==> config.mk <==
export PLATFORM = sky130hd
export DESIGN_NAME = operating_mode_controller
export DESIGN_NICKNAME = d
export VERILOG_FILES = /design/src/rtl/opmode_pkg.sv /design/src/rtl/operating_mode_controller.sv
export SDC_FILE = /design/constraint.sdc
export NUM_CORES = 1
export LEC_CHECK = 0
export BUFFER_PORTS_ARGS = -buffer_cell sky130_fd_sc_hd__buf_2
export CORE_ASPECT_RATIO = 1.75
export CORE_MARGIN = 2
export CORE_UTILIZATION = 48
export CTS_CLUSTER_DIAMETER = 60
export CTS_CLUSTER_SIZE = 30
export DETAILED_ROUTE_END_ITERATION = 8
export PLACE_DENSITY = 0.78
export REMOVE_ABC_BUFFERS = 1
export SETUP_SLACK_MARGIN = 0.02
export SYNTH_ARGS = -nofsm -noshare
export SYNTH_HDL_FRONTEND = slang
export SYNTH_SLANG_ARGS = --single-unit
==> constraint.sdc <==
create_clock -name clk_i -period 2.5 [get_ports clk_i]
set_input_delay 0.5 -clock clk_i [delete_from_list [all_inputs] [get_ports clk_i]]
set_output_delay 0.5 -clock clk_i [all_outputs]
set_load 0.1 [all_outputs]
==> src/rtl/opmode_pkg.sv <==
// Package: register map, field layout, modes and timing for the mode controller
package opmode_pkg;

    // Register byte addresses
    localparam logic [7:0] OSC_CTRL_ADDR  = 8'h00;
    localparam logic [7:0] WAKE_EN_ADDR   = 8'h04;
    localparam logic [7:0] STATUS_ADDR    = 8'h08;
    localparam logic [7:0] TIMER_CTL_ADDR = 8'h0c;

    // Oscillator control field positions
    localparam int HIGH_OSC_STOP_BIT = 1;
    localparam int SLOW_CLK_SEL_BIT  = 2;
    localparam int MODE_FIELD_LSB    = 3;

    // Mode field codes
    localparam logic [1:0] MODE_NORMAL   = 2'h0;
    localparam logic [1:0] MODE_PDOWN    = 2'h1;
    localparam logic [1:0] MODE_GREEN    = 2'h2;
    localparam logic [1:0] MODE_RESERVED = 2'h3;

    // Reset values
    localparam logic [7:0] OSC_CTRL_RST = 8'h00;
    localparam logic [3:0] WAKE_EN_RST  = 4'h0;

    // Warm-up after power-down wake, given in high-speed oscillator clocks, counted in clk_i cycles
    localparam int          WARMUP_OSC_CLKS = 32;
    localparam int          HOSC_FREQ_MHZ   = 16;
    localparam int          CLK_FREQ_MHZ    = 200;
    localparam logic [9:0]  WARMUP_CYCLES   =
        10'((WARMUP_OSC_CLKS * CLK_FREQ_MHZ + HOSC_FREQ_MHZ - 1)
            / HOSC_FREQ_MHZ);

    // Controller states
    typedef enum logic [2:0] {
        ST_NORMAL,
        ST_SLOW,
        ST_GREEN,
        ST_PDOWN,
        ST_WARMUP
    } op_state_t;

    // Software control bits carried together
    typedef struct packed {
        logic [1:0] cpu_mode_field;
        logic       slow_clock_select;
        logic       high_osc_stop;
    } osc_ctrl_t;

endpackage : opmode_pkg

==> src/rtl/operating_mode_controller.sv <==
// Operating-mode and wake-up controller with classic Wishbone register slave
//
// Notes on behaviour
// - After any reset the controller starts in normal mode on the fast clock.
// - Normal mode runs both oscillators and executes at the fast rate.
// - Slow-select 0 uses fast clock; 1 switches to slow oscillator.
// - Slow mode leaves fast oscillator running until its stop bit is set.
// - Slow mode instruction rate is slow oscillator divided by four.
// - Power-down request stops all oscillators, execution, timers, interrupts.
// - Waking from power down clears the power-down request bit.
// - Power down exits only on port-a or enabled port-b change, to normal.
// - Power-down wake waits 32 fast oscillator clocks before executing.
// - Green request halts execution; clock and wake timer keep running.
// - Waking from green clears the green request bit.
// - Green exits on port-a, port-b change or enabled basic-timer overflow.
// - Green wake returns to the mode it was entered from.
// - Green keeps PWM timer running, but its overflow does not wake.
// - Green wake has no warm-up delay.
// - Fast-stop in normal mode means no clock; acts as power down.
// - Mode field: 00 normal, 01 power down, 10 green, 11 reserved.
// - Fast-stop stops the fast oscillator; slow one runs; clearing restarts.
// - Port-a wake always enabled; four port-b enables, reset to zero.
// - Wake change is either a rising or a falling edge.
//
// Decided for this implementation: the Wishbone register port and the address map.
`timescale 1ns/1ps
module operating_mode_controller (
    // Clock and reset
    input  wire logic        clk_i,
    input  wire logic        rst_i,
    // Wishbone slave
    input  wire logic        cyc_i,
    input  wire logic        stb_i,
    input  wire logic        we_i,
    input  wire logic [7:0]  adr_i,
    input  wire logic [3:0]  sel_i,
    input  wire logic [31:0] dat_i,
    output logic      [31:0] dat_o,
    output logic             ack_o,
    // Wake pins and timer events
    input  wire logic [7:0]  port_a_pins_i,
    input  wire logic [3:0]  port_b_pins_i,
    input  wire logic        basic_timer_ovf_i,
    input  wire logic        pwm_timer_ovf_i,
    // Oscillator and core controls
    output logic             high_osc_en_o,
    output logic             low_osc_en_o,
    output logic             sys_clk_slow_o,
    output logic             cpu_run_o,
    output logic             timers_active_o,
    output logic             pwm_active_o,
    output logic             irq_active_o,
    output logic             basic_timer_flag_o
);

    // Register state
    opmode_pkg::osc_ctrl_t  ctrl_r, ctrl_nxt;
    opmode_pkg::op_state_t  state_r, state_nxt;
    logic [3:0]  port_b_wake_enable_r;
    logic        basic_timer_enable_r;
    logic        basic_timer_flag_r, basic_timer_flag_nxt;
    logic        green_from_slow_r;
    logic [9:0]  warm_cnt_r, warm_cnt_nxt;
    logic [7:0]  pa_s1_r, pa_s2_r, pa_s3_r;
    logic [3:0]  pb_s1_r, pb_s2_r, pb_s3_r;
    logic        ack_r;
    logic [31:0] rdat_r;

    // Bus decode
    wire bus_req   = cyc_i & stb_i & ~ack_r;
    wire wr_lane0  = bus_req & we_i & sel_i[0];
    wire hit_ctrl  = adr_i == opmode_pkg::OSC_CTRL_ADDR;
    wire hit_wake  = adr_i == opmode_pkg::WAKE_EN_ADDR;
    wire hit_stat  = adr_i == opmode_pkg::STATUS_ADDR;
    wire hit_timer = adr_i == opmode_pkg::TIMER_CTL_ADDR;
    wire wr_ctrl   = wr_lane0 & hit_ctrl;
    wire wr_wake   = wr_lane0 & hit_wake;
    wire wr_timer  = wr_lane0 & hit_timer;

    // Any level change on a wake pin, after two-flop synchronising
    wire [7:0] pa_chg    = pa_s2_r ^ pa_s3_r;
    wire [3:0] pb_chg    = (pb_s2_r ^ pb_s3_r) & port_b_wake_enable_r;
    wire       pin_wake  = |pa_chg | |pb_chg;
    wire       tmr_wake  = basic_timer_ovf_i & basic_timer_enable_r;

    wire in_pdown = state_r == opmode_pkg::ST_PDOWN;
    wire in_green = state_r == opmode_pkg::ST_GREEN;
    wire in_warm  = state_r == opmode_pkg::ST_WARMUP;
    wire running  = state_r == opmode_pkg::ST_NORMAL
                  | state_r == opmode_pkg::ST_SLOW;

    // Control register next value: writes, then hardware clears on wake
    always_comb begin
        ctrl_nxt = ctrl_r;
        if (wr_ctrl) begin
            ctrl_nxt.high_osc_stop     = dat_i[opmode_pkg::HIGH_OSC_STOP_BIT];
            ctrl_nxt.slow_clock_select = dat_i[opmode_pkg::SLOW_CLK_SEL_BIT];
            ctrl_nxt.cpu_mode_field    =
                dat_i[opmode_pkg::MODE_FIELD_LSB +: 2];
        end
        // Power-down wake clears the mode field and slow select, and fast-stop if slow select was clear
        if (in_pdown && pin_wake) begin
            ctrl_nxt.cpu_mode_field = opmode_pkg::MODE_NORMAL;
            if (!ctrl_r.slow_clock_select) begin
                ctrl_nxt.high_osc_stop = 1'b0;
            end
            ctrl_nxt.slow_clock_select = 1'b0;
        end
        if (in_green && (pin_wake || tmr_wake)) begin
            ctrl_nxt.cpu_mode_field = opmode_pkg::MODE_NORMAL;
        end
    end

    // Mode sequencer; decode acts on the registered field, one cycle after the write
    always_comb begin
        state_nxt    = state_r;
        warm_cnt_nxt = warm_cnt_r;
        unique case (state_r)
            opmode_pkg::ST_NORMAL, opmode_pkg::ST_SLOW: begin
                unique case (ctrl_r.cpu_mode_field)
                    opmode_pkg::MODE_PDOWN:
                        state_nxt = opmode_pkg::ST_PDOWN;
                    opmode_pkg::MODE_GREEN:
                        state_nxt = opmode_pkg::ST_GREEN;
                    opmode_pkg::MODE_NORMAL, opmode_pkg::MODE_RESERVED: begin
                        // Reserved code keeps executing mode
                        if (!ctrl_r.slow_clock_select
                            && ctrl_r.high_osc_stop) begin
                            state_nxt = opmode_pkg::ST_PDOWN;
                        end else if (ctrl_r.slow_clock_select) begin
                            state_nxt = opmode_pkg::ST_SLOW;
                        end else begin
                            state_nxt = opmode_pkg::ST_NORMAL;
                        end
                    end
                endcase
            end
            opmode_pkg::ST_GREEN: begin
                // PWM overflow deliberately not a wake source
                if (pin_wake || tmr_wake) begin
                    state_nxt = green_from_slow_r
                              ? opmode_pkg::ST_SLOW
                              : opmode_pkg::ST_NORMAL;
                end
            end
            opmode_pkg::ST_PDOWN: begin
                if (pin_wake) begin
                    state_nxt    = opmode_pkg::ST_WARMUP;
                    warm_cnt_nxt = opmode_pkg::WARMUP_CYCLES;
                end
            end
            opmode_pkg::ST_WARMUP: begin
                if (warm_cnt_r == 10'h001) begin
                    state_nxt = opmode_pkg::ST_NORMAL;
                end
                warm_cnt_nxt = warm_cnt_r - 10'h001;
            end
            default: state_nxt = opmode_pkg::ST_NORMAL;
        endcase
    end

    // Timer request flag: an overflow wins over a software clear
    always_comb begin
        basic_timer_flag_nxt = basic_timer_flag_r;
        if (wr_timer && !dat_i[1]) begin
            basic_timer_flag_nxt = 1'b0;
        end
        if (basic_timer_ovf_i && !in_pdown && !in_warm) begin
            basic_timer_flag_nxt = 1'b1;
        end
    end

    // Read data mux
    wire [31:0] rd_mux =
        hit_ctrl  ? {27'h0, ctrl_r, 1'b0} :
        hit_wake  ? {28'h0, port_b_wake_enable_r} :
        hit_stat  ? {29'h0, state_r} :
        hit_timer ? {30'h0, basic_timer_flag_r, basic_timer_enable_r} :
        32'h0;

    // Pin synchronisers; the third stage is the change reference
    always_ff @(posedge clk_i) begin
        pa_s1_r <= port_a_pins_i;
        pa_s2_r <= pa_s1_r;
        pa_s3_r <= pa_s2_r;
        pb_s1_r <= port_b_pins_i;
        pb_s2_r <= pb_s1_r;
        pb_s3_r <= pb_s2_r;
    end

    // Control state
    always_ff @(posedge clk_i) begin
        if (rst_i) begin
            ctrl_r               <= opmode_pkg::OSC_CTRL_RST[4:1];
            state_r              <= opmode_pkg::ST_NORMAL;
            port_b_wake_enable_r <= opmode_pkg::WAKE_EN_RST;
            basic_timer_enable_r <= 1'b0;
            basic_timer_flag_r   <= 1'b0;
            green_from_slow_r    <= 1'b0;
            warm_cnt_r           <= 10'h000;
        end else begin
            ctrl_r             <= ctrl_nxt;
            state_r            <= state_nxt;
            warm_cnt_r         <= warm_cnt_nxt;
            basic_timer_flag_r <= basic_timer_flag_nxt;
            if (running) begin
                green_from_slow_r <= state_r == opmode_pkg::ST_SLOW;
            end
            if (wr_wake) begin
                port_b_wake_enable_r <= dat_i[3:0];
            end
            if (wr_timer) begin
                basic_timer_enable_r <= dat_i[0];
            end
        end
    end

    // Bus answer: one wait state, ack for one cycle
    always_ff @(posedge clk_i) begin
        if (rst_i) begin
            ack_r  <= 1'b0;
            rdat_r <= 32'h0;
        end else begin
            ack_r  <= bus_req;
            rdat_r <= bus_req ? rd_mux : 32'h0;
        end
    end

    // Registered outputs derived from next state
    always_ff @(posedge clk_i) begin
        if (rst_i) begin
            high_osc_en_o      <= 1'b1;
            low_osc_en_o       <= 1'b1;
            sys_clk_slow_o     <= 1'b0;
            cpu_run_o          <= 1'b1;
            timers_active_o    <= 1'b1;
            pwm_active_o       <= 1'b1;
            irq_active_o       <= 1'b1;
        end else begin
            high_osc_en_o   <= state_nxt != opmode_pkg::ST_PDOWN
                             & ~ctrl_nxt.high_osc_stop;
            low_osc_en_o    <= state_nxt != opmode_pkg::ST_PDOWN;
            sys_clk_slow_o  <= state_nxt == opmode_pkg::ST_SLOW
                             | (state_nxt == opmode_pkg::ST_GREEN
                                & green_from_slow_r);
            cpu_run_o       <= state_nxt == opmode_pkg::ST_NORMAL
                             | state_nxt == opmode_pkg::ST_SLOW;
            timers_active_o <= state_nxt != opmode_pkg::ST_PDOWN
                             & state_nxt != opmode_pkg::ST_WARMUP;
            pwm_active_o    <= state_nxt != opmode_pkg::ST_PDOWN
                             & state_nxt != opmode_pkg::ST_WARMUP;
            irq_active_o    <= state_nxt != opmode_pkg::ST_PDOWN
                             & state_nxt != opmode_pkg::ST_WARMUP;
        end
    end

    assign dat_o              = rdat_r;
    assign ack_o              = ack_r;
    assign basic_timer_flag_o = basic_timer_flag_r;

    // Checks
    a_warmup_length: assert property (@(posedge clk_i) disable iff (rst_i)
        $rose(in_warm) |-> in_warm [*8] ##0 1'b1)
        else $error("warm-up ended early");
    a_pdown_wake_clear: assert property (@(posedge clk_i) disable iff (rst_i)
        in_pdown && pin_wake |=> ctrl_r.cpu_mode_field == 2'h0)
        else $error("power-down bit not cleared");
    a_pdown_no_timer: assert property (@(posedge clk_i) disable iff (rst_i)
        in_pdown && !pin_wake |=> in_pdown)
        else $error("power down left without pin wake");
    a_green_return: assert property (@(posedge clk_i) disable iff (rst_i)
        in_green && tmr_wake && green_from_slow_r
        |=> state_r == opmode_pkg::ST_SLOW)
        else $error("green did not return to slow");
    a_green_clear: assert property (@(posedge clk_i) disable iff (rst_i)
        in_green && pin_wake |=> ctrl_r.cpu_mode_field == 2'h0)
        else $error("green bit not cleared");
    a_green_pwm_nowake: assert property (@(posedge clk_i) disable iff (rst_i)
        in_green && !pin_wake && !tmr_wake |=> in_green)
        else $error("green woke without source");
    a_pdown_osc_off: assert property (@(posedge clk_i) disable iff (rst_i)
        in_pdown |-> !low_osc_en_o && !cpu_run_o)
        else $error("oscillator on in power down");
    a_green_halts: assert property (@(posedge clk_i) disable iff (rst_i)
        in_green |-> !cpu_run_o && low_osc_en_o)
        else $error("cpu running in green");
    a_reserved_stays: assert property (@(posedge clk_i) disable iff (rst_i)
        running && ctrl_r.cpu_mode_field == 2'h3 |=> running)
        else $error("reserved code left running mode");
    c_pdown_wake: cover property (@(posedge clk_i) in_warm ##1 !in_warm);
    c_green_timer: cover property (@(posedge clk_i) in_green && tmr_wake);
    c_slow_mode: cover property (@(posedge clk_i)
        state_r == opmode_pkg::ST_SLOW);
    c_green_slow_back: cover property (@(posedge clk_i)
        in_green && green_from_slow_r ##1 state_r == opmode_pkg::ST_SLOW);
    c_fast_stop_pdown: cover property (@(posedge clk_i)
        state_r == opmode_pkg::ST_NORMAL && ctrl_r.high_osc_stop
        ##1 in_pdown);

    // Helper: cycles spent in warm-up; a repetition of 400 is too long
    logic [9:0] warm_seen_r;
    always_ff @(posedge clk_i) begin
        if (rst_i || !in_warm) begin
            warm_seen_r <= 10'h000;
        end else begin
            warm_seen_r <= warm_seen_r + 10'h001;
        end
    end

    // Warm-up must run its full length before execution resumes
    a_warmup_count: assert property (@(posedge clk_i) disable iff (rst_i)
        in_warm && state_nxt != opmode_pkg::ST_WARMUP
        |-> warm_seen_r == opmode_pkg::WARMUP_CYCLES - 10'h001)
        else $error("warm-up length wrong");

    // Output levels must match the mode that the sequencer holds
    a_reset_normal: assert property (@(posedge clk_i)
        rst_i |=> state_r == opmode_pkg::ST_NORMAL && cpu_run_o)
        else $error("reset did not give normal mode");
    a_normal_clocks: assert property (@(posedge clk_i) disable iff (rst_i)
        state_r == opmode_pkg::ST_NORMAL
        |-> low_osc_en_o && cpu_run_o && !sys_clk_slow_o)
        else $error("normal mode levels wrong");
    a_slow_clock: assert property (@(posedge clk_i) disable iff (rst_i)
        state_r == opmode_pkg::ST_SLOW |-> sys_clk_slow_o && cpu_run_o)
        else $error("slow mode levels wrong");
    a_pdown_all_off: assert property (@(posedge clk_i) disable iff (rst_i)
        in_pdown |-> !high_osc_en_o && !timers_active_o && !irq_active_o)
        else $error("block active in power down");
    a_green_keeps_pwm: assert property (@(posedge clk_i) disable iff (rst_i)
        in_green |-> pwm_active_o && timers_active_o)
        else $error("timers stopped in green");
    a_green_no_warm: assert property (@(posedge clk_i) disable iff (rst_i)
        in_green && (pin_wake || tmr_wake) |=> !in_warm && cpu_run_o)
        else $error("green wake was delayed");

    // A set in the same cycle as a software clear must win
    a_timer_flag_set: assert property (@(posedge clk_i) disable iff (rst_i)
        basic_timer_ovf_i && !in_pdown && !in_warm
        |=> basic_timer_flag_o)
        else $error("timer flag not set");

    // The bus answer is a single-cycle pulse
    a_ack_single: assert property (@(posedge clk_i) disable iff (rst_i)
        ack_o |=> !ack_o)
        else $error("ack held too long");

endmodule : operating_mode_controller

## Word level (Yosys, flattened, before mapping)

Cells that the tools add are included.

| storage, ports and cells | value |
|---|---|
| bits of input ports | 63 |
| logic and storage cells | 108 |
| bits in registers | 98 |
| output and inout bits | 41 |

| cells by class | value |
|---|---|
| multiplexer cells | 19 |
| bitwise operators | 21 |
| reductions and logical operators | 27 |
| equality and inequality tests | 16 |
| add/subtract/negate cells | 1 |

Operator list:

| kind | count |
|---|---|
| $pmux 10 s2 | 1 |
| $eq 8x4->1 const B | 2 |
| $mux 3 | 4 |
| $pmux 3 s4 | 1 |
| $and 1x1->1 | 11 |
| $eq 10x1->1 const B | 1 |
| $mux 10 | 1 |
| $sub 10x1->10 const B | 1 |
| $eq 3x2->1 const B | 3 |
| $pmux 3 s3 | 1 |
| $eq 8x3->1 const B | 1 |
| $logic_not 8->1 | 1 |
| $reduce_or 2->1 | 4 |
| $reduce_or 8->1 | 1 |
| $xor 8x8->8 | 1 |
| $mux 1 | 7 |
| $eq 3x1->1 const B | 2 |
| $logic_and 1x1->1 | 6 |
| $logic_not 3->1 | 2 |
| $reduce_or 3->1 | 2 |
| $mux 5 | 1 |
| $reduce_or 5->1 | 1 |
| $and 4x4->4 | 1 |
| $eq 2x2->1 const B | 2 |
| other kinds (16) | 26 |

## Longest topological paths before layout

| depth | value |
|---|---|
| depth in word-level cells | 10 |
| depth in mapped cells | 8 |
| mapped depth without buffers | 8 |

## Worst setup path before layout

No wires, ideal clock.

| timing | value |
|---|---|
| path kind | input -> register |
| start | input adr_i[7] |
| end | register high_osc_en_o |
| setup time | 0.123 ns |
| stages on the path | 5 |
| buffers on the path | 0 |
| path slack | 0.505 ns |
| data required time | 2.377 ns |
| arrival | 1.872 ns |
| path through | or4_4 nor4_4 nand3b_2 mux2i_1 o32a_2 |

| on the way | value |
|---|---|
| cells in the longest elaborated chain, start to end | 7 |

RTL lines:

| what | line | source |
|---|---|---|
| start: declaration | operating_mode_controller.sv:35 | `input wire logic [7:0] adr_i,` |
| $logic_not 8->1 (*) | operating_mode_controller.sv:72 | `wire hit_ctrl = adr_i == opmode_pkg::OSC_CTRL_ADDR;` |
| $and 1x1->1 (*) | operating_mode_controller.sv:76 | `wire wr_ctrl = wr_lane0 & hit_ctrl;` |
| $mux 1 (*) | operating_mode_controller.sv:95 | `if (wr_ctrl) begin` |
| $mux 1 | operating_mode_controller.sv:104 | `if (!ctrl_r.slow_clock_select) begin` |
| $mux 1 (*) | operating_mode_controller.sv:102 | `if (in_pdown && pin_wake) begin` |
| $not 1->1 (*) | operating_mode_controller.sv:241 | `& ~ctrl_nxt.high_osc_stop;` |
| $and 1x1->1 (*) | operating_mode_controller.sv:241 |  |
| end signal: assignment | operating_mode_controller.sv:240 | `high_osc_en_o <= state_nxt != opmode_pkg::ST_PDOWN` |
| end: declaration | operating_mode_controller.sv:46 | `output logic high_osc_en_o,` |

Mark *: on every way between the ends. The rest lies on a longest branch, timed or not.
A chain may end at the register's enable or synchronous reset.

## Final worst setup path

| timing | value |
|---|---|
| start | register pa_s3_r[7] |
| end | register high_osc_en_o |

| on the way | value |
|---|---|
| cells in the longest elaborated chain, start to end | 8 |
| elaborated cells on any way between the ends | 12 |
| classes of those cells | eq/ne: 1; mux: 4; bitwise: 4; reduce/logical: 3 |

RTL lines:

| what | line | source |
|---|---|---|
| start: declaration | operating_mode_controller.sv:64 | `logic [7:0] pa_s1_r, pa_s2_r, pa_s3_r;` |
| start signal: assignment | operating_mode_controller.sv:185 | `pa_s3_r <= pa_s2_r;` |
| $xor 8x8->8 (*) | operating_mode_controller.sv:81 | `wire [7:0] pa_chg = pa_s2_r ^ pa_s3_r;` |
| $reduce_or 8->1 (*) | operating_mode_controller.sv:83 | `wire pin_wake = \|pa_chg \| \|pb_chg;` |
| $or 1x1->1 (*) | operating_mode_controller.sv:83 |  |
| $logic_or 1x1->1 | operating_mode_controller.sv:140 | `if (pin_wake \|\| tmr_wake) begin` |
| $mux 3 | operating_mode_controller.sv:140 |  |
| $pmux 3 s4 | operating_mode_controller.sv:118 | `unique case (state_r)` |
| $ne 3x2->1 | operating_mode_controller.sv:240 |  |
| $and 1x1->1 (*) | operating_mode_controller.sv:241 |  |

Marks and branches as above.

==> metrics.log <==
[metrics] result of the run: finished, final reports clean
[metrics] maximum capacitance violations: 0
[metrics] number of hold buffers added after CTS: 0
[metrics] hold_ws: 0.254 ns
[metrics] instance count of the mapped netlist: 266
[metrics] # nets final: 380
[metrics] WL final: 4790 um
[metrics] Worst-Skew Late Latency: 0.35 ns
[metrics] Synth top area share: 52.4%
[metrics] minimum clock period: 1.95 ns
[metrics] cell area power density: 746 nW/um^2
[metrics] met1 capacity usage during global routing: 14.1%
[metrics] buffer type at the clock tree root: clkbuf_8
[metrics] top flip-flop cell by instance count after synthesis: dfxtp_1
[metrics] Worst Setup Path Type: reg -> reg
[metrics] share of post-route cells with drive strength above 1: 23.6%
[metrics] residual DRC count: 0
[metrics] hold violation total from the final report: 0
[metrics] total global routing overflow: 0
[metrics] Synth warnings: 0
[metrics] Crit path arrival time: 2.17 ns
[metrics] floorplan die width: 60.8 um
[metrics] library cell occupying the most area in the post-synthesis netlist: dfxtp_1
[metrics] most frequent cells after synthesis: dfxtp_1, buf_4, nor2_1
[metrics] final worst-path setup slack: 0.555 ns
[metrics] Clock Sinks: 71
[metrics] Avg Synthesized Cell Area: 10.2 um^2
[metrics] Worst EP required: 2.73 ns
[metrics] Synth area leaders: dfxtp_1, buf_4, xor2_1
[metrics] met2 track demand over resource: 30.2%
[metrics] kind of launch point of the worst setup path: flip-flop
[metrics] routed length per instance: 12.1 um
[metrics] count of antenna diodes in the layout: 0
[metrics] number of enable-type register cells in the synthesized netlist: 0
[metrics] leakage power summed over all cells: 1.39 nW
[metrics] core area: 5500 um^2
[metrics] number of global-route vias before repair: 1,732
[metrics] Setup-failing EPs final: 0
[metrics] post-synthesis async set-or-reset flop share: 0%
[metrics] cell area after synthesis: 2710 um^2
[metrics] worst IR drop on VDD: 0.478 mV
[metrics] RSZ-0062 raised after global routing: false
[metrics] cell with the most instances after synthesis: dfxtp_1
[metrics] setup TNS: 0 ns
[metrics] post-synthesis register bit count: 71
[metrics] Max Slew Vio Count: 0
[metrics] global routing usage summed across all routing layers: 16.3%
[metrics] std cell rows: 36
[metrics] fraction of the yosys area taken by sequential cells: 52.4%
[metrics] highest attainable clock frequency: 514 MHz
[metrics] deepest level of the CTS H-tree: 3
[metrics] area added between synthesis and finish: 13.6%
[metrics] Chip Height: 103 um
[metrics] Die Area: 6300 um^2
[metrics] first-pass GRT wire length: 7340 um
[metrics] Via Count: 1,897
[metrics] CTS buffer count: 9
[metrics] Worst Hold Class: in -> reg
[metrics] first-pass iteration count of the detailed router: 4
[metrics] Boundary Pins: 104
[metrics] count of non-filler cells in the finished layout: 394
[metrics] maximum number of pins on one net before global-route repair: 27
[metrics] global routing's busiest layer: met2
[metrics] effective utilization at floorplan: 49.4%
[metrics] Worst Setup End Kind: flip-flop
[metrics] DP Worst Slack: 0.368 ns
[metrics] largest buffer count on any clock path: 2
[metrics] Placed Instances: 378
[metrics] Port Buffer Count: 45
[metrics] DR vias/cell: 4.81
[metrics] core occupancy in the finished layout: 56.1%
[metrics] number of different library cells in the post-synthesis netlist: 48
[metrics] GR Layer Usage met3: 4.60%
[metrics] CTS tree: built
[metrics] DRT antenna net count: 0
[metrics] Post-CTS Setup Inserts: 0
[metrics] number of DRC markers in iteration 0: 69
[metrics] global placer's final weighted congestion: 0.816
[metrics] clock transition at the registers of the reported paths: 0.07 ns
[metrics] number of antenna violations at the first check in global routing: 0
[metrics] final clock period utilization by the worst path: 77.8%
[metrics] HPWL Detailed: 3580 um
[metrics] final clock skew: 0.0134 ns
[metrics] maximum fanout count along the critical path: 10
[metrics] CTS-repair resized insts: 0
==> per-stage QoR <==
step,cell area (um^2),total power [mW]
after detailed placement,2890,1.46
final,3080,2.30
after global placement,2890,1.46
after floorplan,2560,1.41
after CTS,3080,2.33
after global routing,3080,2.38
==> where the power goes <==
group	internal [mW]	total, mW	leakage, nW	switching [mW]
sequential	1.16	1.18	0.586	0.0134
clock	0.463	0.867	0.0977	0.405
combinational	0.0335	0.256	0.709	0.222
total	1.66	2.30	1.39	0.640
==> layout by cell type, fill, tap and decap left out, drive strengths merged, types with 4 or more instances in the layout <==
cell    instances
a21oi          10
and2            4
buf            46
clkbuf         11
conb           27
dfxtp          71
ha              4
inv            10
mux2i          11
nand2          16
nand3           4
nor2           26
nor3            8
nor4            6
o21ai          10
xor2           14
==> area by class of cell <==
cell class	count	area [um^2]
clock inverters	5	57.6
clock buffers	11	131
flip-flops and latches	71	1420
multi-input cells	176	1110
repair buffers	46	233
inverters	9	33.8
well taps	76	95.1
fillers	485	2410
==> flip-flops by register name, indices dropped and copies added (netlist names) <==
name and cells:
state_r 3, irq_active_o 1, green_from_slow_r 1, pa_s3_r 8, pb_s2_r 4, pb_s3_r 4
pa_s2_r 8, pa_s1_r 8, ctrl_r 4, basic_timer_enable_r 1, cpu_run_o 1, low_osc_en_o 1
port_b_wake_enable_r 4, basic_timer_flag_o 1, sys_clk_slow_o 1, high_osc_en_o 1, dat_o 5, ack_o 1
pb_s1_r 4, warm_cnt_r 10
==> critical path, stage by stage, from the launching register on <==
cell and delay (ns):
dfxtp_1 0.31, xor2_1 0.16, nor4_1 0.37, nand4_2 0.26, nand2_2 0.27, nor2_1 0.09
o32a_2 0.37
==> cell families after synthesis <==
family | share of synthesized area (%)
compound gates | 8.44
xor+xnor | 5.16
other cells | 0.138
simple gates | 16.4
buf+inv | 10.3
fa+ha+maj | 1.84
mux | 5.30
flops | 52.4
==> layer usage <==
layer	up-vias	wire length, um
li1	943	-
met1	878	1790
met2	68	2590
met3	8	261
met4	0	144
met5	-	0
==> final timing paths <==
| path | from | endpoint | slack [ns] | cells past startpoint |
|---|---|---|---|---|
| setup / recovery | pa_s3_r[7] | high_osc_en_o | 0.55 | 6 |
| hold / removal | port_a_pins_i[3] | pa_s1_r[3] | 0.25 | 1 |
| setup reg to reg | pa_s3_r[7] | high_osc_en_o | 0.55 | 6 |
| hold reg to reg | pa_s1_r[4] | pa_s2_r[4] | 0.33 | 0 |
(Power assumes the default switching activity.)
